## config.mk

```make
export PLATFORM = sky130hd
export DESIGN_NAME = bcm_break_matcher
export DESIGN_NICKNAME = d
export VERILOG_FILES = /design/src/rtl/bcm_pkg.sv /design/src/rtl/bcm_break_matcher.sv
export SDC_FILE = /design/constraint.sdc
export NUM_CORES = 1
export LEC_CHECK = 0
export BUFFER_PORTS_ARGS = -buffer_cell sky130_fd_sc_hd__buf_2
export CAP_MARGIN = 25
export CORE_MARGIN = 5
export CORE_UTILIZATION = 45
export DETAILED_ROUTE_END_ITERATION = 16
export GPL_TIMING_DRIVEN = 0
export PLACE_DENSITY = 0.73
export SLEW_MARGIN = 30
export SYNTH_ARGS = -nofsm -noshare
export SYNTH_HDL_FRONTEND = slang
export SYNTH_SLANG_ARGS = --single-unit
```

## constraint.sdc

```tcl
create_clock -name mclk -period 11.49 [get_ports mclk]
set_input_delay 1.7235 -clock mclk [delete_from_list [all_inputs] [get_ports mclk]]
set_output_delay 1.7235 -clock mclk [all_outputs]
set_load 0.03 [all_outputs]
```

## src/rtl/bcm_pkg.sv

```systemverilog
package bcm_pkg;

    // ------------------------------------------------------------------
    // register map (word offsets in bytes)
    // ------------------------------------------------------------------
    localparam logic [5:0] OFF_A_ADDR = 6'h00;
    localparam logic [5:0] OFF_A_AMASK = 6'h04;
    localparam logic [5:0] OFF_A_CYC = 6'h08;
    localparam logic [5:0] OFF_B_ADDR = 6'h0c;
    localparam logic [5:0] OFF_B_AMASK = 6'h10;
    localparam logic [5:0] OFF_B_CYC = 6'h14;
    localparam logic [5:0] OFF_B_DATA = 6'h18;
    localparam logic [5:0] OFF_B_DMASK = 6'h1c;
    localparam logic [5:0] OFF_CTRL = 6'h20;
    localparam logic [5:0] OFF_STATUS = 6'h24;
    localparam logic [5:0] OFF_IMASK = 6'h28;

    // ------------------------------------------------------------------
    // cycle select fields
    // ------------------------------------------------------------------
    localparam int CS_EN = 0;
    localparam int CS_FETCH = 1;
    localparam int CS_DATA = 2;
    localparam int CS_RD = 3;
    localparam int CS_WR = 4;
    localparam int CS_SZ_LO = 5;
    localparam int CS_SZ_HI = 6;
    localparam int CS_PBUS = 7;
    localparam int CS_POST = 8;
    localparam int CS_DCMP = 9;
    localparam int CS_TAG_EN = 10;
    localparam int CS_TAG_LO = 16;
    localparam int CS_TAG_HI = 23;
    localparam logic [31:0] CS_WMASK = 32'h00ff07ff;

    // control fields
    localparam int CTL_SEQ = 0;
    localparam int CTL_STBY = 1;

    // status fields
    localparam int ST_FLAG_A = 0;
    localparam int ST_FLAG_B = 1;

    localparam logic [1:0] SZ_ANY = 2'h0;
    localparam logic [1:0] SZ_BYTE = 2'h1;
    localparam logic [1:0] SZ_WORD = 2'h2;
    localparam logic [1:0] SZ_LONG = 2'h3;

    // one observed bus cycle
    typedef struct packed {
        logic valid;
        logic fetch;
        logic write;
        logic [1:0] size;
        logic [31:0] addr;
        logic [31:0] data;
        logic [7:0] space_tag;
    } bcm_cycle_t;

    // core exception context for the instruction owning the match
    typedef struct packed {
        logic hi_reexec;
        logic hi_trap;
        logic addr_err;
        logic ret_slot;
        logic ret_target;
    } bcm_exc_t;

    typedef enum logic [1:0] {
        SEQ_IDLE = 2'b00,
        SEQ_ARMED = 2'b01
    } bcm_seq_t;

endpackage : bcm_pkg

```

## src/rtl/bcm_break_matcher.sv

```systemverilog
// Functional notes
// - size-free read matches any access whose footprint covers target
// - address mask ones remove those address bits from compare
// - data+size compare breaks only on exact size and data match
// - data mask ones remove those data bits from compare
// - peripheral-bus fetch at exact address raises break
// - new register values take effect before write answer completes
// - each channel watches exactly one bus, chosen per channel
// - sequential: channel b must match in a later cycle than a
// - higher exception suppresses break; pre-execution break outranks all
// - re-execution exception wins over post break, flag stays clear
// - trap wins over post break, yet match flag is set
// - data address error wins, yet match flag is set
// - pre-execution break in return delay slot deferred to target
// - in module standby no breaks are generated
// - pre-execution break suppresses matched instruction, saves its pc
`timescale 1ns/1ps
module bcm_break_matcher
    import bcm_pkg::*;
(
    input wire logic mclk,
    input wire logic sys_rst,
    input wire logic [5:0] avs_address,
    input wire logic avs_read,
    input wire logic avs_write,
    input wire logic [31:0] avs_writedata,
    input wire logic [3:0] avs_byteenable,
    output logic [31:0] avs_readdata,
    output logic avs_waitrequest,
    input wire bcm_cycle_t lbus_cycle,
    input wire bcm_cycle_t pbus_cycle,
    input wire logic [31:0] lbus_pc,
    input wire logic [31:0] pbus_pc,
    input wire bcm_exc_t core_exc,
    output logic break_req,
    output logic break_pre,
    output logic [31:0] break_pc,
    output logic irq
);

    // ------------------------------------------------------------------
    // register file
    // ------------------------------------------------------------------
    logic [31:0] a_addr, a_amask, a_cyc, b_addr, b_amask, b_cyc;
    logic [31:0] b_data, b_dmask, ctrl, status, imask;
    logic [31:0] next_a_addr, next_a_amask, next_a_cyc, next_b_addr;
    logic [31:0] next_b_amask, next_b_cyc, next_b_data, next_b_dmask;
    logic [31:0] next_ctrl, next_status, next_imask, next_readdata;
    logic next_waitrequest, next_irq;
    logic pending;
    logic next_pending;

    function automatic logic [31:0] merge(input logic [31:0] old,
                                          input logic [31:0] wd,
                                          input logic [3:0] be);
        logic [31:0] r;
        r = old;
        for (int i = 0; i < 4; i++)
        begin
            if (be[i])
            begin
                r[i*8 +: 8] = wd[i*8 +: 8];
            end
        end
        return r;
    endfunction : merge

    // ------------------------------------------------------------------
    // channel compare
    // ------------------------------------------------------------------
    function automatic logic chan_hit(input bcm_cycle_t c,
                                      input logic [31:0] ma,
                                      input logic [31:0] mm,
                                      input logic [31:0] cs,
                                      input logic [31:0] md,
                                      input logic [31:0] dm);
        logic [31:0] lo;
        logic [31:0] hi;
        logic [31:0] tgt;
        logic ok;
        logic [1:0] sz;
        sz = cs[CS_SZ_HI:CS_SZ_LO];
        ok = c.valid && cs[CS_EN];
        ok = ok && ((c.fetch && cs[CS_FETCH]) || (!c.fetch && cs[CS_DATA]));
        ok = ok && ((c.write && cs[CS_WR]) || (!c.write && cs[CS_RD]));
        ok = ok && (!cs[CS_TAG_EN] || c.space_tag == cs[CS_TAG_HI:CS_TAG_LO]);
        if (sz == SZ_ANY)
        begin
            // footprint covers target after masking
            lo = c.addr & ~mm;
            tgt = ma & ~mm;
            case (c.size)
                SZ_LONG: lo = lo & 32'hfffffffc;
                SZ_WORD: lo = lo & 32'hfffffffe;
                default: lo = lo;
            endcase
            case (c.size)
                SZ_LONG: hi = lo + 32'h00000003;
                SZ_WORD: hi = lo + 32'h00000001;
                default: hi = lo;
            endcase
            ok = ok && (tgt >= lo) && (tgt <= hi);
        end
        else
        begin
            ok = ok && (c.size == sz);
            ok = ok && ((c.addr & ~mm) == (ma & ~mm));
        end
        if (cs[CS_DCMP])
        begin
            ok = ok && ((c.data & ~dm) == (md & ~dm));
        end
        return ok;
    endfunction : chan_hit

    logic hit_a, hit_b, post_a, post_b, pre_sel;
    bcm_cycle_t cyc_a, cyc_b;
    logic [31:0] pc_a, pc_b;

    // each channel takes one bus only
    always_comb
    begin
        cyc_a = a_cyc[CS_PBUS] ? pbus_cycle : lbus_cycle;
        cyc_b = b_cyc[CS_PBUS] ? pbus_cycle : lbus_cycle;
        pc_a = a_cyc[CS_PBUS] ? pbus_pc : lbus_pc;
        pc_b = b_cyc[CS_PBUS] ? pbus_pc : lbus_pc;
        // channel a never compares data
        hit_a = chan_hit(cyc_a, a_addr, a_amask, a_cyc & ~(32'h1 << CS_DCMP),
                         32'h00000000, 32'hffffffff);
        hit_b = chan_hit(cyc_b, b_addr, b_amask, b_cyc, b_data, b_dmask);
        post_a = a_cyc[CS_POST] || !cyc_a.fetch;
        post_b = b_cyc[CS_POST] || !cyc_b.fetch;
    end

    // ------------------------------------------------------------------
    // sequencing and priority
    // ------------------------------------------------------------------
    bcm_seq_t seq_state, next_seq_state;
    logic [1:0] defer;
    logic [1:0] next_defer;
    logic next_break_req, next_break_pre;
    logic [31:0] next_break_pc;

    always_comb
    begin
        logic ev_a;
        logic ev_b;
        logic fire;
        logic is_pre;
        logic set_a;
        logic set_b;
        logic [31:0] pc;
        ev_a = 1'b0;
        ev_b = 1'b0;
        fire = 1'b0;
        is_pre = 1'b0;
        set_a = 1'b0;
        set_b = 1'b0;
        pc = 32'h00000000;
        next_seq_state = seq_state;
        next_defer = defer;
        if (ctrl[CTL_STBY])
        begin
            // standby: nothing fires, sequence forgotten
            next_seq_state = SEQ_IDLE;
            next_defer = 2'b00;
        end
        else if (ctrl[CTL_SEQ])
        begin
            // a must precede b in an earlier cycle
            ev_b = hit_b && (seq_state == SEQ_ARMED);
            if (hit_a && seq_state == SEQ_IDLE)
            begin
                next_seq_state = SEQ_ARMED;
            end
            if (ev_b)
            begin
                next_seq_state = SEQ_IDLE;
            end
        end
        else
        begin
            ev_a = hit_a;
            ev_b = hit_b;
        end
        // return delay slot pre breaks wait for its target
        if (core_exc.ret_slot)
        begin
            if (ev_a && !post_a)
            begin
                next_defer[0] = 1'b1;
                ev_a = 1'b0;
            end
            if (ev_b && !post_b)
            begin
                next_defer[1] = 1'b1;
                ev_b = 1'b0;
            end
        end
        else if (core_exc.ret_target && defer != 2'b00 && !ctrl[CTL_STBY])
        begin
            ev_a = ev_a || defer[0];
            ev_b = ev_b || defer[1];
            next_defer = 2'b00;
        end
        if ((ev_a && !post_a) || (ev_b && !post_b))
        begin
            // pre break outranks every exception, pc of matched insn
            fire = 1'b1;
            is_pre = 1'b1;
            set_a = ev_a && !post_a;
            set_b = ev_b && !post_b;
            pc = (ev_a && !post_a) ? pc_a : pc_b;
        end
        else if (ev_a || ev_b)
        begin
            pc = ev_a ? pc_a : pc_b;
            if (core_exc.addr_err)
            begin
                set_a = ev_a;
                set_b = ev_b;
            end
            else if (core_exc.hi_reexec)
            begin
                // flag waits for re-execution
                set_a = 1'b0;
                set_b = 1'b0;
            end
            else if (core_exc.hi_trap)
            begin
                set_a = ev_a;
                set_b = ev_b;
            end
            else
            begin
                fire = 1'b1;
                set_a = ev_a;
                set_b = ev_b;
            end
        end
        next_break_req = fire;
        next_break_pre = is_pre;
        next_break_pc = fire ? pc : break_pc;
        // hardware set wins over software clear
        next_status = status;
        if (avs_write && pending && avs_address == OFF_STATUS)
        begin
            next_status = status & ~merge(32'h0, avs_writedata,
                                          avs_byteenable);
        end
        next_status[ST_FLAG_A] = next_status[ST_FLAG_A] | set_a;
        next_status[ST_FLAG_B] = next_status[ST_FLAG_B] | set_b;
        next_status[31:2] = 30'h0;
    end

    // ------------------------------------------------------------------
    // bus slave: one wait cycle, write lands before the answer
    // ------------------------------------------------------------------
    always_comb
    begin
        next_pending = (avs_read || avs_write) && !pending;
        next_waitrequest = !next_pending;
        next_a_addr = a_addr;
        next_a_amask = a_amask;
        next_a_cyc = a_cyc;
        next_b_addr = b_addr;
        next_b_amask = b_amask;
        next_b_cyc = b_cyc;
        next_b_data = b_data;
        next_b_dmask = b_dmask;
        next_ctrl = ctrl;
        next_imask = imask;
        next_readdata = 32'h00000000;
        if (pending && avs_write)
        begin
            case (avs_address)
                OFF_A_ADDR: next_a_addr = merge(a_addr, avs_writedata,
                                                avs_byteenable);
                OFF_A_AMASK: next_a_amask = merge(a_amask, avs_writedata,
                                                  avs_byteenable);
                OFF_A_CYC: next_a_cyc = merge(a_cyc, avs_writedata,
                                              avs_byteenable) & CS_WMASK;
                OFF_B_ADDR: next_b_addr = merge(b_addr, avs_writedata,
                                                avs_byteenable);
                OFF_B_AMASK: next_b_amask = merge(b_amask, avs_writedata,
                                                  avs_byteenable);
                OFF_B_CYC: next_b_cyc = merge(b_cyc, avs_writedata,
                                              avs_byteenable) & CS_WMASK;
                OFF_B_DATA: next_b_data = merge(b_data, avs_writedata,
                                                avs_byteenable);
                OFF_B_DMASK: next_b_dmask = merge(b_dmask, avs_writedata,
                                                  avs_byteenable);
                OFF_CTRL: next_ctrl = merge(ctrl, avs_writedata,
                                            avs_byteenable) & 32'h00000003;
                OFF_IMASK: next_imask = merge(imask, avs_writedata,
                                              avs_byteenable) & 32'h00000003;
                default: next_ctrl = ctrl;
            endcase
        end
        if (next_pending && avs_read)
        begin
            // no standby gating here: software must not rely on the contents
            case (avs_address)
                OFF_A_ADDR: next_readdata = a_addr;
                OFF_A_AMASK: next_readdata = a_amask;
                OFF_A_CYC: next_readdata = a_cyc;
                OFF_B_ADDR: next_readdata = b_addr;
                OFF_B_AMASK: next_readdata = b_amask;
                OFF_B_CYC: next_readdata = b_cyc;
                OFF_B_DATA: next_readdata = b_data;
                OFF_B_DMASK: next_readdata = b_dmask;
                OFF_CTRL: next_readdata = ctrl;
                OFF_STATUS: next_readdata = status;
                OFF_IMASK: next_readdata = imask;
                default: next_readdata = 32'h00000000;
            endcase
        end
        next_irq = |(next_status & imask);
    end

    always_ff @(posedge mclk)
    begin
        if (sys_rst)
        begin
            a_addr <= 32'h00000000;
            a_amask <= 32'h00000000;
            a_cyc <= 32'h00000000;
            b_addr <= 32'h00000000;
            b_amask <= 32'h00000000;
            b_cyc <= 32'h00000000;
            b_data <= 32'h00000000;
            b_dmask <= 32'h00000000;
            ctrl <= 32'h00000000;
            status <= 32'h00000000;
            imask <= 32'h00000000;
            pending <= 1'b0;
            avs_waitrequest <= 1'b1;
            avs_readdata <= 32'h00000000;
            seq_state <= SEQ_IDLE;
            defer <= 2'b00;
            break_req <= 1'b0;
            break_pre <= 1'b0;
            break_pc <= 32'h00000000;
            irq <= 1'b0;
        end
        else
        begin
            a_addr <= next_a_addr;
            a_amask <= next_a_amask;
            a_cyc <= next_a_cyc;
            b_addr <= next_b_addr;
            b_amask <= next_b_amask;
            b_cyc <= next_b_cyc;
            b_data <= next_b_data;
            b_dmask <= next_b_dmask;
            ctrl <= next_ctrl;
            status <= next_status;
            imask <= next_imask;
            pending <= next_pending;
            avs_waitrequest <= next_waitrequest;
            avs_readdata <= next_readdata;
            seq_state <= next_seq_state;
            defer <= next_defer;
            break_req <= next_break_req;
            break_pre <= next_break_pre;
            break_pc <= next_break_pc;
            irq <= next_irq;
        end
    end

endmodule : bcm_break_matcher

```

# Word-level counts from Yosys, hierarchy flattened
# Index checks and enable logic that the tools add are counted.
# Widths: inputs -> output; s select.
word_totals:
  reg_bits: 309
  latch_bits: 0
  ramBits: 0
  romBits: 0
  input_bits: 269
  output_inout_bits: 68
  word_cells: 244
  memories: 0
op_classes:
  n_addsub: 4
  mul: 0
  n_div: 0
  magnitude_cmp: 4
  eq_ne: 22
  n_shift: 0
  mux: 54
  bitwise_logic: 15
  reduce_logical: 103
ops:
  columns: ["cell", "n"]
  rows:
  - ["$pmux 32 s11", 1]
  - ["$mux 32", 10]
  - ["$and 32x32->32", 6]
  - ["$mux 77", 2]
  - ["$pmux 32 s2", 2]
  - ["$eq 32x32->1", 3]
  - ["$not 32->32", 3]
  - ["$reduce_and 3->1", 32]
  - ["$add 32x1->32 const B", 2]
  - ["$add 32x2->32 const B", 2]
  - ["$ge 32x32->1", 2]
  - ["$le 32x32->1", 2]
  - ["$logic_and 1x1->1", 37]
  - ["$reduce_or 32->1", 1]
  - ["$mux 1", 29]
  - ["$eq 6x5->1 const B", 4]
  - ["$eq 6x6->1 const B", 3]
  - ["$eq 8x8->1", 2]
  - ["$mux 2", 8]
  - ["$logic_or 1x1->1", 13]
  - ["$eq 6x4->1 const B", 2]
  - ["$logic_not 1->1", 11]
  - ["$eq 2x2->1 const B", 4]
  - ["$pmux 2 s2", 2]
  - ["12 further kinds", 19]

# Depth between registers and ports, before layout
# Gate-level depths: netlist of the first run.
logic_depth:
  ltp_word: 25
  mapped_depth: 32
  ltp_nobuf: 27

# Worst setup path before layout of the first run
# No wires, ideal clock.
synth_timing:
  path_kind: "input to register"
  from: "input port pbus_cycle[73] in the netlist's numbering"
  to: "register break_pc[10]"
  setup_ns: 0.122
  arrival_time_ns: 7.492
  required_time_ns: 11.368
  path_slack_ns: 3.877
  path_stages: 26
  path_buffers: 1
  cell_sequence: "mux2_2 nor3_1 ha_1 nand2_1 nand4b_1 or4_1 nor3_2 nand3_1 nor4b_2 nand4_1 nor3_2 nand3_1 xnor2_1 ha_1 nand4_1 nor4_1 nand2_1 a21boi_0 a211oi_1 o2111ai_1 a21oi_1 nor4_1 a222oi_1 nor2_1 buf_6 a221o_1"
synth_via:
  elab_chain_cells: 21
  elab_cells_between_ends: 61
  classes_between: "4 x add/sub; 4 x order compare; 6 x eq/ne; 29 x mux; 18 x reduce/logical"
synth_rtl:
  columns: ["element", "line_no", "rtl"]
  rows:
  - ["from (decl)", "bcm_break_matcher.sv:31", "input wire bcm_cycle_t pbus_cycle,"]
  - ["$mux 77", "bcm_break_matcher.sv:124", "cyc_b = b_cyc[CS_PBUS] ? pbus_cycle : lbus_cycle;"]
  - ["$eq 2x2->1", "bcm_break_matcher.sv:92, bcm_break_matcher.sv:97", null]
  - ["$pmux 2 s2", "bcm_break_matcher.sv:92", "case (c.size)"]
  - ["$mux 32", "bcm_break_matcher.sv:87", "if (sz == SZ_ANY)"]
  - ["$add 32x1->32 or $add 32x2->32 (tied branches)", "bcm_break_matcher.sv:99, bcm_break_matcher.sv:98", null]
  - ["$pmux 32 s2", "bcm_break_matcher.sv:97", "case (c.size)"]
  - ["$mux 32", "bcm_break_matcher.sv:87", null]
  - ["$le 32x32->1", "bcm_break_matcher.sv:102", "ok = ok && (tgt >= lo) && (tgt <= hi);"]
  - ["[... 5 more ...]", null, null]
  - ["$mux 1", "bcm_break_matcher.sv:168", "else if (ctrl[CTL_SEQ])"]
  - ["$mux 1", "bcm_break_matcher.sv:162", "if (ctrl[CTL_STBY])"]
  - ["$logic_or 1x1->1 or $logic_and 1x1->1 (tied branches)", "bcm_break_matcher.sv:203, bcm_break_matcher.sv:194", null]
  - ["$mux 1, on equally long branches", "bcm_break_matcher.sv:200, bcm_break_matcher.sv:194", null]
  - ["$mux 1", "bcm_break_matcher.sv:187", "if (core_exc.ret_slot)"]
  - ["$logic_or 1x1->1 or $logic_and 1x1->1 (tied branches)", "bcm_break_matcher.sv:215, bcm_break_matcher.sv:206", null]
  - ["$mux 32 (tied with other cells)", "bcm_break_matcher.sv:215", "else if (ev_a || ev_b)"]
  - ["$mux 32 or $mux 1 (tied branches)", "bcm_break_matcher.sv:206", "if ((ev_a && !post_a) || (ev_b && !post_b))"]
  - ["to (signal assigned)", "bcm_break_matcher.sv:366", "break_pc <= next_break_pc;"]
  - ["to (decl)", "bcm_break_matcher.sv:37", "output logic [31:0] break_pc,"]
# Several ways; a longest one is shown, not always the timed one. The select of a mux whose other input is x is not followed.
# A chain may end at the register's enable or synchronous reset.

# Worst setup path after layout of the first run
layout_timing:
  from: "input port pbus_cycle[73] in the netlist's numbering"
  to: "register break_pc[30]"
# Same word-level chain as after synthesis.

==> flow_summary.toml, run 1 <==
[worst_setup_path]
worstSetupPathType = "input port to flop"
crit_fanout = 10
critPathArrivalTime_ns = 9.24
cp.required_ns = 11.98
end_kind = "flop"
startpoint_type = "input port"

[timing]
worst_slew_margin_rel_pct = 32.8
setup_viol = 0
tns_ns = 0
post-route-period-util_pct = 76.2
finalHoldViolations = 0
grt_setup_unrepaired = "false"
max_freq_ghz = 0.114
clock_skew_ns = 0.0306
maxSlewViolCount = 0
tightest_slew_ns = 1.00
fin_crit_ns = 8.75

[final_layout]
syn_to_final_growth_pct = 18.6
layout_commonest_cell = "nand2_1"
num_antenna_cells = 0
drive_gt1_share_pct = 16.7
fillers = 4136
nets = 3214
mostFrequentLayoutCells = "nand2_1, buf_2, dfxtp_1"

[yosys]
yosys_warnings = 0
synth_nets = 2858
ys.flop_type = "dfxtp_1"
ys_top_cells_by_area = "dfxtp_1, nand2_1, ha_1"
syn_inst = 2444
synth_top_cell_by_area = "dfxtp_1"
syn_area_um2 = 19300
synth_edf_count = 0
synth_top_area_share_pct = 31.9
synth_seq_cells = 308
ys_types = 70
synth.avg_cell_area_um2 = 7.91
seq_area_frac_synth_pct = 31.9
async_flop_share_pct = 0

[die]
die_area_um2 = 47200
initial_core_util_pct = 45.2
ios = 337
num_rows = 76
core_area_um2 = 42800
fp.dieH_um = 217
die_w_um = 217

[flow_run]
maxCapViolations = 0

[place]
io_buffers = 318
dpl.hpwl_um = 70200
gp_congestion = 1.07

[clock_tree]
ctsHtreeMaxLevel = 2
cts_setup_buffers = 0
clkLatencyLatePin_ns = 0.58
clockRootBuffer = "clkbuf_16"
clock-sinks = 308
ctsResizeCount = 0
cts_made_buffers = 36
clockBufferDepth = 3
clkSlewWorstSetupHoldPaths_ns = 0.06
cts_tree = "done"
hold_buffers = 0

[global_routing]
overflow = 0
grt_pass1_wl_um = 124000
grt_use_total_pct = 34.6
antenna_found_initial = 0
grt_max_degree = 14
grt_pass1_vias = 20300

[routing]
drc = 0
wire_per_inst_um = 25.4
via_per_inst = 6.16
drtPass1Iterations = 8
num_vias = 20800
postRouteAntennaNets = 0
drtIter0Drc = 2366
wl_um = 85900

[power]
ir_drop_mv = 0.0852
power_mw = 2.60
p_leak_nw = 8.90
power_density_nw_per_um2 = 113

[outcome]
outcome = "complete, no violations"

[worst_hold_path]
hold_class = "flop to flop"
[cell type report]
cell class,count,area (um2),area share [%]
multi-input combinational,1966,12400,54.3
sequential,308,6170,26.9
timing repair buffer,318,1590,6.95
clock buffer,49,1040,4.54
tap,546,683,2.98
buffer,120,542,2.36
clock inverter,17,260,1.14
inverter,50,188,0.819
[power by group]
group	total (mW)	switching, mW	internal (mW)
Clock	1.28	0.518	0.758
Sequential	1.07	0.00214	1.07
Combinational	0.248	0.162	0.0861
Total	2.60	0.683	1.91
[critical path, cell delays in order]
cell and delay (ns):
buf_2 0.13, mux2_2 0.35, nor3_1 0.32, ha_1 0.22, nand2_1 0.08, nand4b_1 0.34, or4_1 0.68, nor3_2 0.28
nand3_1 0.21, nor4b_2 0.48, nand4_1 0.26, nor3_2 0.24, nand3_1 0.13, xnor2_1 0.15, ha_1 0.30, nand4_1 0.26
nor4_1 0.46, nand2b_1 0.13, a31oi_1 0.16, a211oi_1 0.09, o2111ai_1 0.49, a21oi_1 0.26, nor4_1 0.45, nor3b_1 0.53
buf_2 0.34, a221o_1 0.19
[state kept, by name (all words and copies together) (netlist names)]
signal / flops
a_addr: 32
break_req: 1
b_dmask: 32
a_amask: 32
seq_state: 1
b_cyc: 19
avs_waitrequest: 1
break_pre: 1
break_pc: 32
imask: 2
ctrl: 2
b_addr: 32
b_data: 32
a_cyc: 19
pending: 1
b_amask: 32
status: 2
defer: 2
avs_readdata: 32
irq: 1
[routing by layer]
metal / part of all wire (%) / vias up / GRT usage (%)
li1: - / 9461 / -
met1: 40 / 9816 / 44.5
met2: 44 / 1277 / 55.7
met3: 10 / 214 / 7.26
met4: 5.2 / 0 / 16.2
met5: 0 / - / 0
[cell usage after synthesis, types with 7 or more instances]
cell      instances
mux2_2            7
a32o_1           31
ha_1            144
nor3_1           25
a21o_1            7
a221oi_1         17
a31oi_1          21
nand3_1          39
a21oi_1         307
o21ai_0          38
xor2_1           34
xnor2_1          49
nor2b_1          87
buf_1            19
nand4_1          30
a22oi_1          38
nor2_1          137
clkbuf_1         75
nand2b_1         10
a22o_1           20
buf_2            14
inv_1            50
mux2i_1         147
buf_6             7
a221o_1          32
a222oi_1         29
o22ai_1           8
dfxtp_1         308
and3_1           13
nor4_1           18
or2_2            47
nand2_1         554
[path summary, 6_finish.rpt]
check | slack, ns | startpoint | depth (start not counted) | to
setup / recovery | 2.74 | pbus_cycle[73] | 26 | break_pc[30]
hold / removal | 0.48 | b_cyc[4] | 2 | b_cyc[4]
setup reg to reg | 3.15 | b_cyc[7] | 29 | break_pc[30]
hold reg to reg | 0.48 | b_cyc[4] | 2 | b_cyc[4]
[logic make-up after synthesis]
logic type / count (synthesis) / share of synthesized area [%]
fa+ha+maj: 145 / 9.43
simple gates: 989 / 22.9
buf+inv: 170 / 3.76
flops: 308 / 31.9
mux: 154 / 8.02
compound gates: 595 / 20.2
xor+xnor: 83 / 3.76
[metrics by stage]
step                hold slack [ns]  instance area (um2)  setup slack, ns  util (%)  cells
floorplan                     0.442                19300             3.88         -   2444
global placement              0.455                21600             2.38      50.5   3308
detailed placement            0.465                21600             2.30      50.5   3308
CTS                           0.475                22900             2.86      53.5   3374
global route                  0.485                22900             2.40      53.5   3374
finish                        0.478                22900             2.74      53.5   3374
Note: power is estimated with default switching activity, not from simulation.
==> run 2, diff against run 1 <==
--- a/config.mk
+++ b/config.mk
@@ -11,7 +11,7 @@
 export CORE_UTILIZATION = 45
 export DETAILED_ROUTE_END_ITERATION = 16
 export GPL_TIMING_DRIVEN = 0
-export PLACE_DENSITY = 0.73
+export PLACE_DENSITY = 0.76
 export SLEW_MARGIN = 30
 export SYNTH_ARGS = -nofsm -noshare
 export SYNTH_HDL_FRONTEND = slang
==> constraint.sdc (replaced) <==
create_clock -name mclk -period 7.5 [get_ports mclk]
set_input_delay 1.125 -clock mclk [delete_from_list [all_inputs] [get_ports mclk]]
set_output_delay 1.125 -clock mclk [all_outputs]
set_load 0.03 [all_outputs]
==> flow_summary.toml, run 2 (synthesis gave the netlist of run 1 again) <==
[outcome]
outcome = "complete, no violations"

[worst_setup_path]
crit_family = "simple AND/OR/NAND/NOR gates"
cp-startpoint = "lbus_cycle[73]"
regToRegEndpoint = "break_pc[6]"
cp.required_ns = 7.93
worstSetupPathType = "input port to flop"
slowest_stage = "or4_4"
end_kind = "flop"
path_buf_inv = 6
slowest_delay_ns = 0.65
critPathArrivalTime_ns = 7.67
rrSetupSlack_ns = 0.27
crit_fanout = 10
ff2ff_path_depth = 31
r2r-start = "b_cyc[7]"
startpoint_type = "input port"

[die]
die_area_um2 = 47200
ios = 337
initial_core_util_pct = 45.2
core_area_um2 = 42800
die_w_um = 217
num_rows = 76
fp.dieH_um = 217

[global_routing]
grt_pass1_wl_um = 122000
grt_use_total_pct = 33.8
grt_max_degree = 20
grt_pass1_vias = 20100
overflow = 0
antenna_found_initial = 1

[place]
gp_congestion = 1.03
placed_area_um2 = 21600
io_buffers = 318
dpl.hpwl_um = 68700

[power]
p_leak_nw = 8.94
power_density_nw_per_um2 = 170
ir_drop_mv = 0.166
power_mw = 3.91

[timing]
finalHoldViolations = 0
setup_viol = 0
tightest_slew_ns = 0.918
clock_skew_ns = 0.0217
worst_slew_margin_rel_pct = 37.0
maxSlewViolCount = 0
max_freq_ghz = 0.138
fin_crit_ns = 7.25
post-route-period-util_pct = 96.6

[final_layout]
fillers = 4099
final_area_um2 = 23000
drive_gt1_share_pct = 17.2
mostFrequentLayoutCells = "nand2_1, buf_2, dfxtp_1"
layout_commonest_cell = "nand2_1"
utilization_pct = 53.8
nets = 3217
num_antenna_cells = 0
syn_to_final_growth_pct = 19.1

[routing]
via_per_inst = 6.20
num_vias = 20900
wire_per_inst_um = 24.9
wl_um = 84100
drtIter0Drc = 2699
drc = 0
drtPass1Iterations = 10
postRouteAntennaNets = 0

[worst_hold_path]
hold_start = "a_addr[27]"
min_path_cells = 2
whs_endpoint = "a_addr[27]"
hold_class = "flop to flop"

[flow_run]
maxCapViolations = 0

[clock_tree]
cts_made_buffers = 35
clockRootBuffer = "clkbuf_16"
hold_buffers = 0
cts_tree = "done"
clkLatencyLatePin_ns = 0.56
clockBufferDepth = 3
clkSlewWorstSetupHoldPaths_ns = 0.06
ctsHtreeMaxLevel = 2
clock-sinks = 308
==> run 2: changes by cell type in the layout (fill, tap and decap cells not counted), sizes merged <==
cell / delta
clkdlybuf4s15: +1
clkbuf: -5
clkinvlp: -1
clkinv: +2
buf: +3
inv: -1
bufinv: +1
==> run 2: tightest hold or removal path: stages (launching register included) <==
cell and delay (ns):
dfxtp_1 0.32, nand2_1 0.06, a21oi_1 0.05
==> run 2: what timing repair did <==
action	CTS	global route
gates resized for setup	14	11
setup buffers	1	5
pin swaps	3	5
endpoints found under the hold margin	0	0
endpoints found under the setup margin	34	33
==> run 2: cell type report <==
cell class,count,area [um2],area share (%)
clock inverter,18,263,1.14
inverter,50,188,0.816
tap,546,683,2.97
sequential,308,6170,26.8
clock buffer,44,981,4.26
multi-input combinational,1966,12600,54.5
timing repair buffer,324,1640,7.11
buffer,118,543,2.36
==> run 2: per-stage QoR <==
step                      setup slack, ns  instances  setup TNS [ns]  hold slack, ns
after detailed placement            -1.17       3308          -38.90           0.464
final                               0.254       3374               0           0.474
after global routing             -0.00782       3374         -0.0215           0.483
after CTS                         0.00662       3370               0           0.472
after floorplan                     0.485       2444               0           0.442
after global placement              -1.12       3308          -37.44           0.456
==> run 2: power by group <==
group / total (mW) / switching, mW / internal [mW]
registers: 1.64 / 0.00330 / 1.64
clock network: 1.89 / 0.748 / 1.14
logic: 0.380 / 0.247 / 0.133
==> run 2: how the worst max path moves through the flow <==
stage | endpoint | slack [ns] | depth (start not counted)
3_5_place_dp | break_pc[27] | -1.17 | 27
4_1_cts | break_pc[27] | 0.007 | 29
5_1_grt | break_pc[13] | -0.008 | 31
3_3_place_gp | break_pc[22] | -1.12 | 27
6_report | break_pc[6] | 0.25 | 30
2_1_floorplan | break_pc[10] | 0.49 | 26
==> run 2: layer usage <==
metal | global-route usage [%] | vias to the layer above | routed length [um]
li1 | - | 9472 | -
met1 | 43.1 | 9813 | 32600
met2 | 54.0 | 1382 | 36800
met3 | 7.37 | 241 | 9690
met4 | 16.9 | 2 | 4980
met5 | 0 | - | 12
